`config.mk`:
```
export PLATFORM = sky130hd
export DESIGN_NAME = tbc_time_base
export DESIGN_NICKNAME = d
export VERILOG_FILES = /design/src/tbc_pkg.sv /design/src/tbc_time_base.sv
export SDC_FILE = /design/constraint.sdc
export NUM_CORES = 1
export LEC_CHECK = 0
export BUFFER_PORTS_ARGS = -buffer_cell sky130_fd_sc_hd__buf_2
export CAP_MARGIN = 0
export CORE_UTILIZATION = 55
export DETAILED_ROUTE_END_ITERATION = 12
export MAX_ROUTING_LAYER = met4
export PLACE_DENSITY = 0.8
export SLEW_MARGIN = 20
export SYNTH_ARGS = -nofsm -noshare
export SYNTH_HDL_FRONTEND = slang
export SYNTH_SLANG_ARGS = --single-unit
```
`constraint.sdc`:
```
create_clock -name hclk -period 5.35 [get_ports hclk]
set_input_delay 0.535 -clock hclk [delete_from_list [all_inputs] [get_ports hclk]]
set_output_delay 0.535 -clock hclk [all_outputs]
set_load 0.1 [all_outputs]
```
`src/tbc_pkg.sv`:
```
// constants and types for the pwm time-base counter
package tbc_pkg;
  // register byte offsets
  localparam logic [7:0] TBC_OFF_CTRL   = 8'h00;
  localparam logic [7:0] TBC_OFF_COUNT  = 8'h04;
  localparam logic [7:0] TBC_OFF_PERIOD = 8'h08;
  localparam logic [7:0] TBC_OFF_SEVT   = 8'h0c;
  localparam logic [7:0] TBC_OFF_ISTAT  = 8'h10;
  localparam logic [7:0] TBC_OFF_IEN    = 8'h14;
  localparam logic [7:0] TBC_OFF_ICLR   = 8'h18;
  // field positions
  localparam int TBC_CTRL_EN_BIT   = 15;
  localparam int TBC_POST_LSB      = 4;
  localparam int TBC_PRESC_LSB     = 2;
  localparam int TBC_MODE_LSB      = 0;
  localparam int TBC_DIR_BIT       = 15;
  localparam int TBC_IRQ_TB_BIT    = 0;
  localparam int TBC_IRQ_SEVT_BIT  = 1;
  // widths and reset values
  localparam int TBC_CNT_W         = 15;
  localparam int TBC_IRQ_W         = 2;
  localparam logic [15:0] TBC_RST_WORD = 16'h0000;
  // prescale select codes and divisors minus one
  localparam logic [1:0] TBC_PRESC_1  = 2'b00;
  localparam logic [1:0] TBC_PRESC_4  = 2'b01;
  localparam logic [1:0] TBC_PRESC_16 = 2'b10;
  localparam logic [5:0] TBC_DIV1_M1  = 6'h00;
  localparam logic [5:0] TBC_DIV4_M1  = 6'h03;
  localparam logic [5:0] TBC_DIV16_M1 = 6'h0f;
  localparam logic [5:0] TBC_DIV64_M1 = 6'h3f;
  // counting modes
  typedef enum logic [1:0] {
    TBC_MODE_FREE   = 2'b00,
    TBC_MODE_SINGLE = 2'b01,
    TBC_MODE_UPDN   = 2'b10,
    TBC_MODE_UPDN2  = 2'b11
  } tbc_mode_t;
endpackage

```
`src/tbc_time_base.sv`:
```
// pwm time-base counter with ahb-lite register slave
// What this block does
// - four-bit postscale code n emits one time-base event per n+1 period events
// - prescale codes 11, 10, 01 give 64, 16, 4 cycles per count
// - mode field picks free-run, single event, up/down, up/down double update
// - count bit 15 is read-only direction flag, 1 counting down, reset 0
// - count bits 14..0 hold the count, read/write, reset zero
// - enable bit runs the time base when set, stops it when clear
// - a 15-bit period register sets the limit the count reaches
// - special trigger fires only when its direction matches the count direction
//
// Chosen here: the AHB-Lite interface to the registers and the address map.
`timescale 1ns/1ns
module tbc_time_base (
  // clock and reset
  input  wire logic        hclk,
  input  wire logic        hresetn,
  // ahb-lite slave
  input  wire logic        hsel,
  input  wire logic [31:0] haddr,
  input  wire logic [1:0]  htrans,
  input  wire logic        hwrite,
  input  wire logic [2:0]  hsize,
  input  wire logic [31:0] hwdata,
  input  wire logic        hready,
  output logic      [31:0] hrdata,
  output logic             hreadyout,
  output logic             hresp,
  // time-base outputs to the pwm generators
  output logic      [14:0] count_value,
  output logic             count_direction_flag,
  output logic             tb_event,
  output logic             sevt_trigger,
  // interrupt
  output logic             irq
);
  import tbc_pkg::*;

  ////////////////////////////////////////////////////////////////////////
  // register state
  logic        time_base_enable_reg, time_base_enable_next;
  logic [3:0]  output_postscale_sel_reg, output_postscale_sel_next;
  logic [1:0]  input_prescale_sel_reg, input_prescale_sel_next;
  tbc_mode_t   count_mode_sel_reg, count_mode_sel_next;
  logic [14:0] count_reg, count_next;
  logic        dir_reg, dir_next;
  logic [14:0] period_value_reg, period_value_next;
  logic        trigger_direction_sel_reg, trigger_direction_sel_next;
  logic [14:0] sevt_cmp_reg, sevt_cmp_next;
  logic [1:0]  istat_reg, istat_next;
  logic [1:0]  ien_reg, ien_next;
  logic [5:0]  presc_cnt_reg, presc_cnt_next;
  logic [3:0]  post_cnt_reg, post_cnt_next;
  logic        tb_event_reg, tb_event_next;
  logic        sevt_reg, sevt_next;
  logic        irq_reg, irq_next;
  // bus state
  logic        wr_pend_reg, wr_pend_next;
  logic [7:0]  wr_addr_reg, wr_addr_next;
  logic [31:0] hrdata_reg, hrdata_next;
  // combinational helpers
  logic        addr_ok;
  logic        tick;
  logic        period_evt;
  logic [5:0]  div_m1;
  logic [7:0]  a_off;
  logic        cnt_wr;
  logic        ctrl_wr;

  ////////////////////////////////////////////////////////////////////////
  // prescaler terminal count per select code
  always_comb begin
    case (input_prescale_sel_reg)
      TBC_PRESC_1:  div_m1 = TBC_DIV1_M1;
      TBC_PRESC_4:  div_m1 = TBC_DIV4_M1;
      TBC_PRESC_16: div_m1 = TBC_DIV16_M1;
      default:      div_m1 = TBC_DIV64_M1;
    endcase
  end

  // bus decode; the slave never stalls, so hready is always its own
  assign addr_ok = hsel && hready && htrans[1];
  assign a_off   = {haddr[7:2], 2'b00};
  assign cnt_wr  = wr_pend_reg && (wr_addr_reg == TBC_OFF_COUNT);
  assign ctrl_wr = wr_pend_reg && (wr_addr_reg == TBC_OFF_CTRL);
  // greater-or-equal: a smaller prescale chosen while running ticks at once
  // instead of letting the prescale counter run on to its wrap
  assign tick    = time_base_enable_reg && presc_cnt_reg >= div_m1;

  ////////////////////////////////////////////////////////////////////////
  // next-state logic for counter, registers and bus
  always_comb begin
    time_base_enable_next      = time_base_enable_reg;
    output_postscale_sel_next  = output_postscale_sel_reg;
    input_prescale_sel_next    = input_prescale_sel_reg;
    count_mode_sel_next        = count_mode_sel_reg;
    count_next                 = count_reg;
    dir_next                   = dir_reg;
    period_value_next          = period_value_reg;
    trigger_direction_sel_next = trigger_direction_sel_reg;
    sevt_cmp_next              = sevt_cmp_reg;
    ien_next                   = ien_reg;
    presc_cnt_next             = presc_cnt_reg;
    post_cnt_next              = post_cnt_reg;
    period_evt                 = 1'b0;
    // prescaler only runs while enabled
    if (!time_base_enable_reg || tick) begin
      presc_cnt_next = 6'h00;
    end else begin
      presc_cnt_next = presc_cnt_reg + 6'h01;
    end
    // count step on each prescaled tick
    if (tick) begin
      if (!dir_reg) begin
        if (count_reg >= period_value_reg) begin
          case (count_mode_sel_reg)
            TBC_MODE_UPDN, TBC_MODE_UPDN2: begin
              dir_next   = 1'b1;
              count_next = (count_reg == 15'h0000) ? 15'h0000
                         : count_reg - 15'h0001;
              period_evt = (count_mode_sel_reg == TBC_MODE_UPDN2);
            end
            TBC_MODE_SINGLE: begin
              count_next            = 15'h0000;
              time_base_enable_next = 1'b0;
              period_evt            = 1'b1;
            end
            default: begin
              count_next = 15'h0000;
              period_evt = 1'b1;
            end
          endcase
        end else begin
          count_next = count_reg + 15'h0001;
        end
      end else if (count_reg == 15'h0000) begin
        dir_next   = 1'b0;
        count_next = (period_value_reg == 15'h0000) ? 15'h0000 : 15'h0001;
        period_evt = 1'b1;
      end else begin
        count_next = count_reg - 15'h0001;
      end
    end
    // only the up/down modes may count down
    if (!count_mode_sel_reg[1]) begin
      dir_next = 1'b0;
    end
    // postscaler: code n gives one event per n+1 period events
    tb_event_next = 1'b0;
    if (period_evt) begin
      if (post_cnt_reg == output_postscale_sel_reg) begin
        post_cnt_next = 4'h0;
        tb_event_next = 1'b1;
      end else begin
        post_cnt_next = post_cnt_reg + 4'h1;
      end
    end
    // special trigger compares value and direction on a tick
    sevt_next = tick && (count_reg == sevt_cmp_reg)
              && (dir_reg == trigger_direction_sel_reg);
    // data-phase writes; software beats the counter on the same edge
    if (wr_pend_reg) begin
      case (wr_addr_reg)
        TBC_OFF_CTRL: begin
          time_base_enable_next     = hwdata[TBC_CTRL_EN_BIT];
          output_postscale_sel_next = hwdata[TBC_POST_LSB +: 4];
          input_prescale_sel_next   = hwdata[TBC_PRESC_LSB +: 2];
          count_mode_sel_next       = tbc_mode_t'(hwdata[TBC_MODE_LSB +: 2]);
        end
        TBC_OFF_COUNT:  count_next = hwdata[TBC_CNT_W-1:0];
        TBC_OFF_PERIOD: period_value_next = hwdata[TBC_CNT_W-1:0];
        TBC_OFF_SEVT: begin
          trigger_direction_sel_next = hwdata[TBC_DIR_BIT];
          sevt_cmp_next              = hwdata[TBC_CNT_W-1:0];
        end
        TBC_OFF_IEN: ien_next = hwdata[TBC_IRQ_W-1:0];
        default: ;
      endcase
    end
    // sticky status: a new event wins over a clear in the same cycle
    istat_next = istat_reg;
    if (wr_pend_reg && (wr_addr_reg == TBC_OFF_ICLR)) begin
      istat_next = istat_reg & ~hwdata[TBC_IRQ_W-1:0];
    end
    istat_next[TBC_IRQ_TB_BIT]   = istat_next[TBC_IRQ_TB_BIT] | tb_event_next;
    istat_next[TBC_IRQ_SEVT_BIT] = istat_next[TBC_IRQ_SEVT_BIT] | sevt_next;
    irq_next = |(istat_next & ien_next);
    // address phase: latch writes, fetch read data for the data phase
    wr_pend_next = addr_ok && hwrite;
    wr_addr_next = a_off;
    hrdata_next  = 32'h0000_0000;
    if (addr_ok && !hwrite) begin
      case (a_off)
        TBC_OFF_CTRL: hrdata_next = {16'h0000, time_base_enable_reg, 7'h00,
          output_postscale_sel_reg, input_prescale_sel_reg,
          count_mode_sel_reg};
        TBC_OFF_COUNT:  hrdata_next = {16'h0000, dir_reg, count_reg};
        TBC_OFF_PERIOD: hrdata_next = {17'h00000, period_value_reg};
        TBC_OFF_SEVT:   hrdata_next = {16'h0000, trigger_direction_sel_reg,
                                       sevt_cmp_reg};
        TBC_OFF_ISTAT:  hrdata_next = {30'h00000000, istat_reg};
        TBC_OFF_IEN:    hrdata_next = {30'h00000000, ien_reg};
        default:        hrdata_next = 32'h0000_0000;
      endcase
    end
  end

  ////////////////////////////////////////////////////////////////////////
  // state registers
  always_ff @(posedge hclk or negedge hresetn) begin
    if (!hresetn) begin
      time_base_enable_reg      <= 1'b0;
      output_postscale_sel_reg  <= 4'h0;
      input_prescale_sel_reg    <= 2'b00;
      count_mode_sel_reg        <= TBC_MODE_FREE;
      count_reg                 <= TBC_RST_WORD[14:0];
      dir_reg                   <= TBC_RST_WORD[15];
      period_value_reg          <= TBC_RST_WORD[14:0];
      trigger_direction_sel_reg <= 1'b0;
      sevt_cmp_reg              <= TBC_RST_WORD[14:0];
      istat_reg                 <= 2'b00;
      ien_reg                   <= 2'b00;
      presc_cnt_reg             <= 6'h00;
      post_cnt_reg              <= 4'h0;
      tb_event_reg              <= 1'b0;
      sevt_reg                  <= 1'b0;
      irq_reg                   <= 1'b0;
      wr_pend_reg               <= 1'b0;
      wr_addr_reg               <= 8'h00;
      hrdata_reg                <= 32'h0000_0000;
    end else begin
      time_base_enable_reg      <= time_base_enable_next;
      output_postscale_sel_reg  <= output_postscale_sel_next;
      input_prescale_sel_reg    <= input_prescale_sel_next;
      count_mode_sel_reg        <= count_mode_sel_next;
      count_reg                 <= count_next;
      dir_reg                   <= dir_next;
      period_value_reg          <= period_value_next;
      trigger_direction_sel_reg <= trigger_direction_sel_next;
      sevt_cmp_reg              <= sevt_cmp_next;
      istat_reg                 <= istat_next;
      ien_reg                   <= ien_next;
      presc_cnt_reg             <= presc_cnt_next;
      post_cnt_reg              <= post_cnt_next;
      tb_event_reg              <= tb_event_next;
      sevt_reg                  <= sevt_next;
      irq_reg                   <= irq_next;
      wr_pend_reg               <= wr_pend_next;
      wr_addr_reg               <= wr_addr_next;
      hrdata_reg                <= hrdata_next;
    end
  end

  // outputs straight from flops; zero-wait, always okay
  assign hrdata               = hrdata_reg;
  assign hreadyout            = 1'b1;
  assign hresp                = 1'b0;
  assign count_value          = count_reg;
  assign count_direction_flag = dir_reg;
  assign tb_event             = tb_event_reg;
  assign sevt_trigger         = sevt_reg;
  assign irq                  = irq_reg;
endmodule // tbc_time_base

```
==> summary.md <==
| Metric | Value |
|---|---|
| Status | `completed` |
| Post-synthesis sequential area ratio | `40.1%` |
| Crit Path Category | `flip-flop to flip-flop` |
| Fin nets | `795` |
| Worst Tran Pin Value | `0.993 ns` |
| Total Routing Usage GR | `29.8%` |
| # DRC | `0` |
| Largest net degree at the start of global routing | `68` |
| FFs w/ async S/R, synth | `100%` |
| Post-synth EDFFs | `0` |
| Data arrival, critical path | `3.47 ns` |
| Area Overhead vs Synth | `7.36%` |
| Max VDD drop | `304 µV` |
| Primary FF master, synth | `dfrtp_1` |
| Post-CTS Setup Bufs | `0` |
| Sequential Power Share | `41.4%` |
| Placement row count | `37` |
| Antenna cells | `0` |
| Multi-input gate area in the final layout | `3230 µm²` |
| Via count | `5309` |
| Yosys warns | `0` |
| Final instance area | `6430 µm²` |
| Unique cell type count in the Yosys netlist | `67` |
| Core Area | `10400 µm²` |
| Yosys reg bits | `96` |
| CTS tree | `yes` |
| Worst slack, placed | `2.22 ns` |
| Final Cycle Share | `60.2%` |
| Worst EP required | `5.60 ns` |
| Final setup vio count | `0` |
| Internal | `1.23 mW` |
| Psw | `1.11 mW` |
| Setup TNS | `0 ns` |
| Min-Delay Path Class | `input pin to async pin` |
| Fmax | `0.310 GHz` |
| PostCTS Resize Cnt | `0` |
| Clock sinks | `96` |
| DIE AREA | `11300 µm²` |
| First-pass GRT wire length | `25400 µm` |
| DIE HEIGHT | `106 µm` |
| CTS Root Cell | `clkbuf_8` |
| Layout fillers | `876` |
| Clock transition at path regs | `0.09 ns` |
| Largest register FFs | `16` |
| Clock period minus worst slack | `3.22 ns` |
| Switching Fraction | `47.3%` |
| Area of the mapped netlist | `5990 µm²` |
| # IOs | `127` |
| Grt ovf | `0` |
| Fraction of layout cells with a size suffix above 1 | `18.4%` |
| Avg Cell Area, Syn | `9.10 µm²` |
| Initial antenna violation count | `0` |
| Worst Skew | `0.0125 ns` |
| DPL Wire Length | `11600 µm` |
| Combinational power share | `40.4%` |
| Vias/cell | `6.35` |
| Clock latency on the worst-skew pair | `0.37 ns` |
| Slew Limit Fails | `0` |
| Pwr/cell area | `364 nW/µm²` |
| CP startpoint kind | `flip-flop` |
| CP endpoint kind | `flip-flop` |
| Final ANT Viol Nets | `0` |
| Pleak | `3.05 nW` |
| RSZ-0062 raised after global routing | `no` |
| Initial DRC count | `502` |
| Reg area | `2400 µm²` |
| Max Fanout on Critical Path | `19` |
| Final Power | `2.34 mW` |
| Chip Width | `106 µm` |
| WL final | `15900 µm` |
| Vias in the first global route | `4896` |
| DR pass1 iterations | `5` |
| Initial Utilization | `57.5%` |
| Setup ws final | `2.13 ns` |
| Relative slew margins | `33.7%` |
| Post-Syn Instances | `658` |
| CTS Hold Bufs | `0` |
| Post-DP Area | `6270 µm²` |
| Clk pwr share | `18.2%` |
| TritonCTS Buffers | `9` |
| # port buffers | `62` |
| Max-Cap Viols | `0` |
| Routability Congestion | `0.901` |
| H-tree Lvls | `3` |
| Wire length per cell | `19.1 µm` |
| Final hold violations | `0` |
| CTS Buffer Depth | `2` |
==> Yosys cell counts, types with 3 or more instances <==
cell type  number  area share [%]
dfrtp_1        96              40
nand2_1        76             4.8
o21ai_0        51             4.3
nor2_1         47             2.9
mux2_2         31             5.8
ha_1           26             5.4
inv_1          25             1.6
xor2_1         22             3.2
buf_4          21             2.6
clkbuf_1       21             1.3
nor3_1         21             1.8
a21oi_1        20             1.7
nand3_1        20             1.7
a22oi_1        18             2.3
nor4_1         16             1.7
buf_2          14             1.2
o31ai_1        10             1.3
a22o_1          8             1.2
nor2b_1         8            0.84
a211oi_1        7            0.88
a311oi_1        7             1.0
a21o_1          6            0.75
nand4_1         6            0.63
a221oi_1        5            0.73
nand2b_1        5            0.52
and2_1          4            0.42
and3_1          4            0.42
or3_1           4            0.42
a2111oi_0       3            0.44
a21boi_0        3            0.38
a31oi_1         3            0.31
o31a_1          3            0.44
or2_2           3            0.31
or4_1           3            0.38
xnor2_1         3            0.44
==> routing by layer <==
layer,vias up,routed length (µm),track usage [%]
met5,-,0,-
met3,50,1510,5.15
met4,0,476,11.9
met1,2547,6590,39.7
li1,2403,-,-
met2,309,7360,45.2
==> power by group through the flow <==
| stage | sequential (mW) | clock (mW) | combinational, mW |
|---|---|---|---|
| 2_1_floorplan | 1.12 | 0 | 0.564 |
| 3_3_place_gp | 0.967 | 0 | 0.903 |
| 3_5_place_dp | 0.975 | 0 | 0.930 |
| 4_1_cts | 0.960 | 0.424 | 0.936 |
| 5_1_grt | 0.979 | 0.459 | 1.01 |
| 6_report | 0.968 | 0.426 | 0.946 |
==> worst paths after layout <==
path / slack, ns / depth (start not counted) / end / startpoint
max: 2.13 / 8 / count_value[13] / count_value[4]
min: 0.08 / 1 / sevt_cmp_reg[12] / hresetn
min reg2reg: 0.50 / 1 / presc_cnt_reg[0] / presc_cnt_reg[0]
min in group hclk: 0.31 / 1 / wr_addr_reg[3] / haddr[3]
max reg2reg: 2.13 / 8 / count_value[13] / count_value[4]
max in group asynchronous: 4.08 / 2 / count_mode_sel_reg[0] / hresetn
==> worst max-delay path, stage by stage, from the launching register on <==
cell and delay, ns:
dfrtp_1 0.69, ha_1 0.37, a21o_1 0.18, a221o_1 0.31, a41o_2 0.27, a21boi_4 0.50
a21oi_1 0.27, a221oi_1 0.37, o31ai_1 0.14
==> cell type report <==
cell class | instances | share of cell area [%]
Multi-Input combinational cell | 494 | 50.3
Sequential cell | 96 | 37.4
Timing Repair Buffer | 69 | 5.69
Tap cell | 136 | 2.65
Clock buffer | 16 | 2.49
Inverter | 25 | 1.46
==> cells in the final DEF (no fill, tap or decap), types with 4 or more instances in the layout <==
cell       n
nand3_1   20
mux2_2    31
a211oi_1   7
nor2_1    47
a21oi_1   20
clkbuf_1   6
nand4_1    6
o21ai_0   51
a221oi_1   5
nor3_1    21
buf_2     61
clkbuf_8  10
a22oi_1   18
a22o_1     8
and3_1     4
ha_1      26
or3_1      4
nand2b_1   5
nor2b_1    7
a311oi_1   7
o31ai_1    9
a21o_1     6
conb_1    18
and2_1     4
nor4_1    15
inv_1     25
xor2_1    22
nand2_1   76
buf_4      8
dfrtp_1   96
==> metrics by stage <==
step                std cells  hold slack, ns  utilization (%)
floorplan                 674           0.239                -
global placement          820           0.473             60.1
detailed placement        820           0.483             60.2
CTS                       836          0.0991             61.7
global route              836           0.112             61.7
finish                    836          0.0779             61.7
==> cell families (layout without fill, tap and decap cells) <==
group / after synthesis / in the layout / synth area share (%)
fa+ha+maj: 26 / 26 / 5.43
mux: 33 / 33 / 6.17
other cells: 2 / 18 / 0.125
flops: 96 / 96 / 40.1
simple gates: 225 / 225 / 18.0
xor+xnor: 25 / 25 / 3.66
buf+inv: 84 / 110 / 7.07
compound gates: 167 / 167 / 19.4
Note: power is estimated with default switching activity, not from simulation.
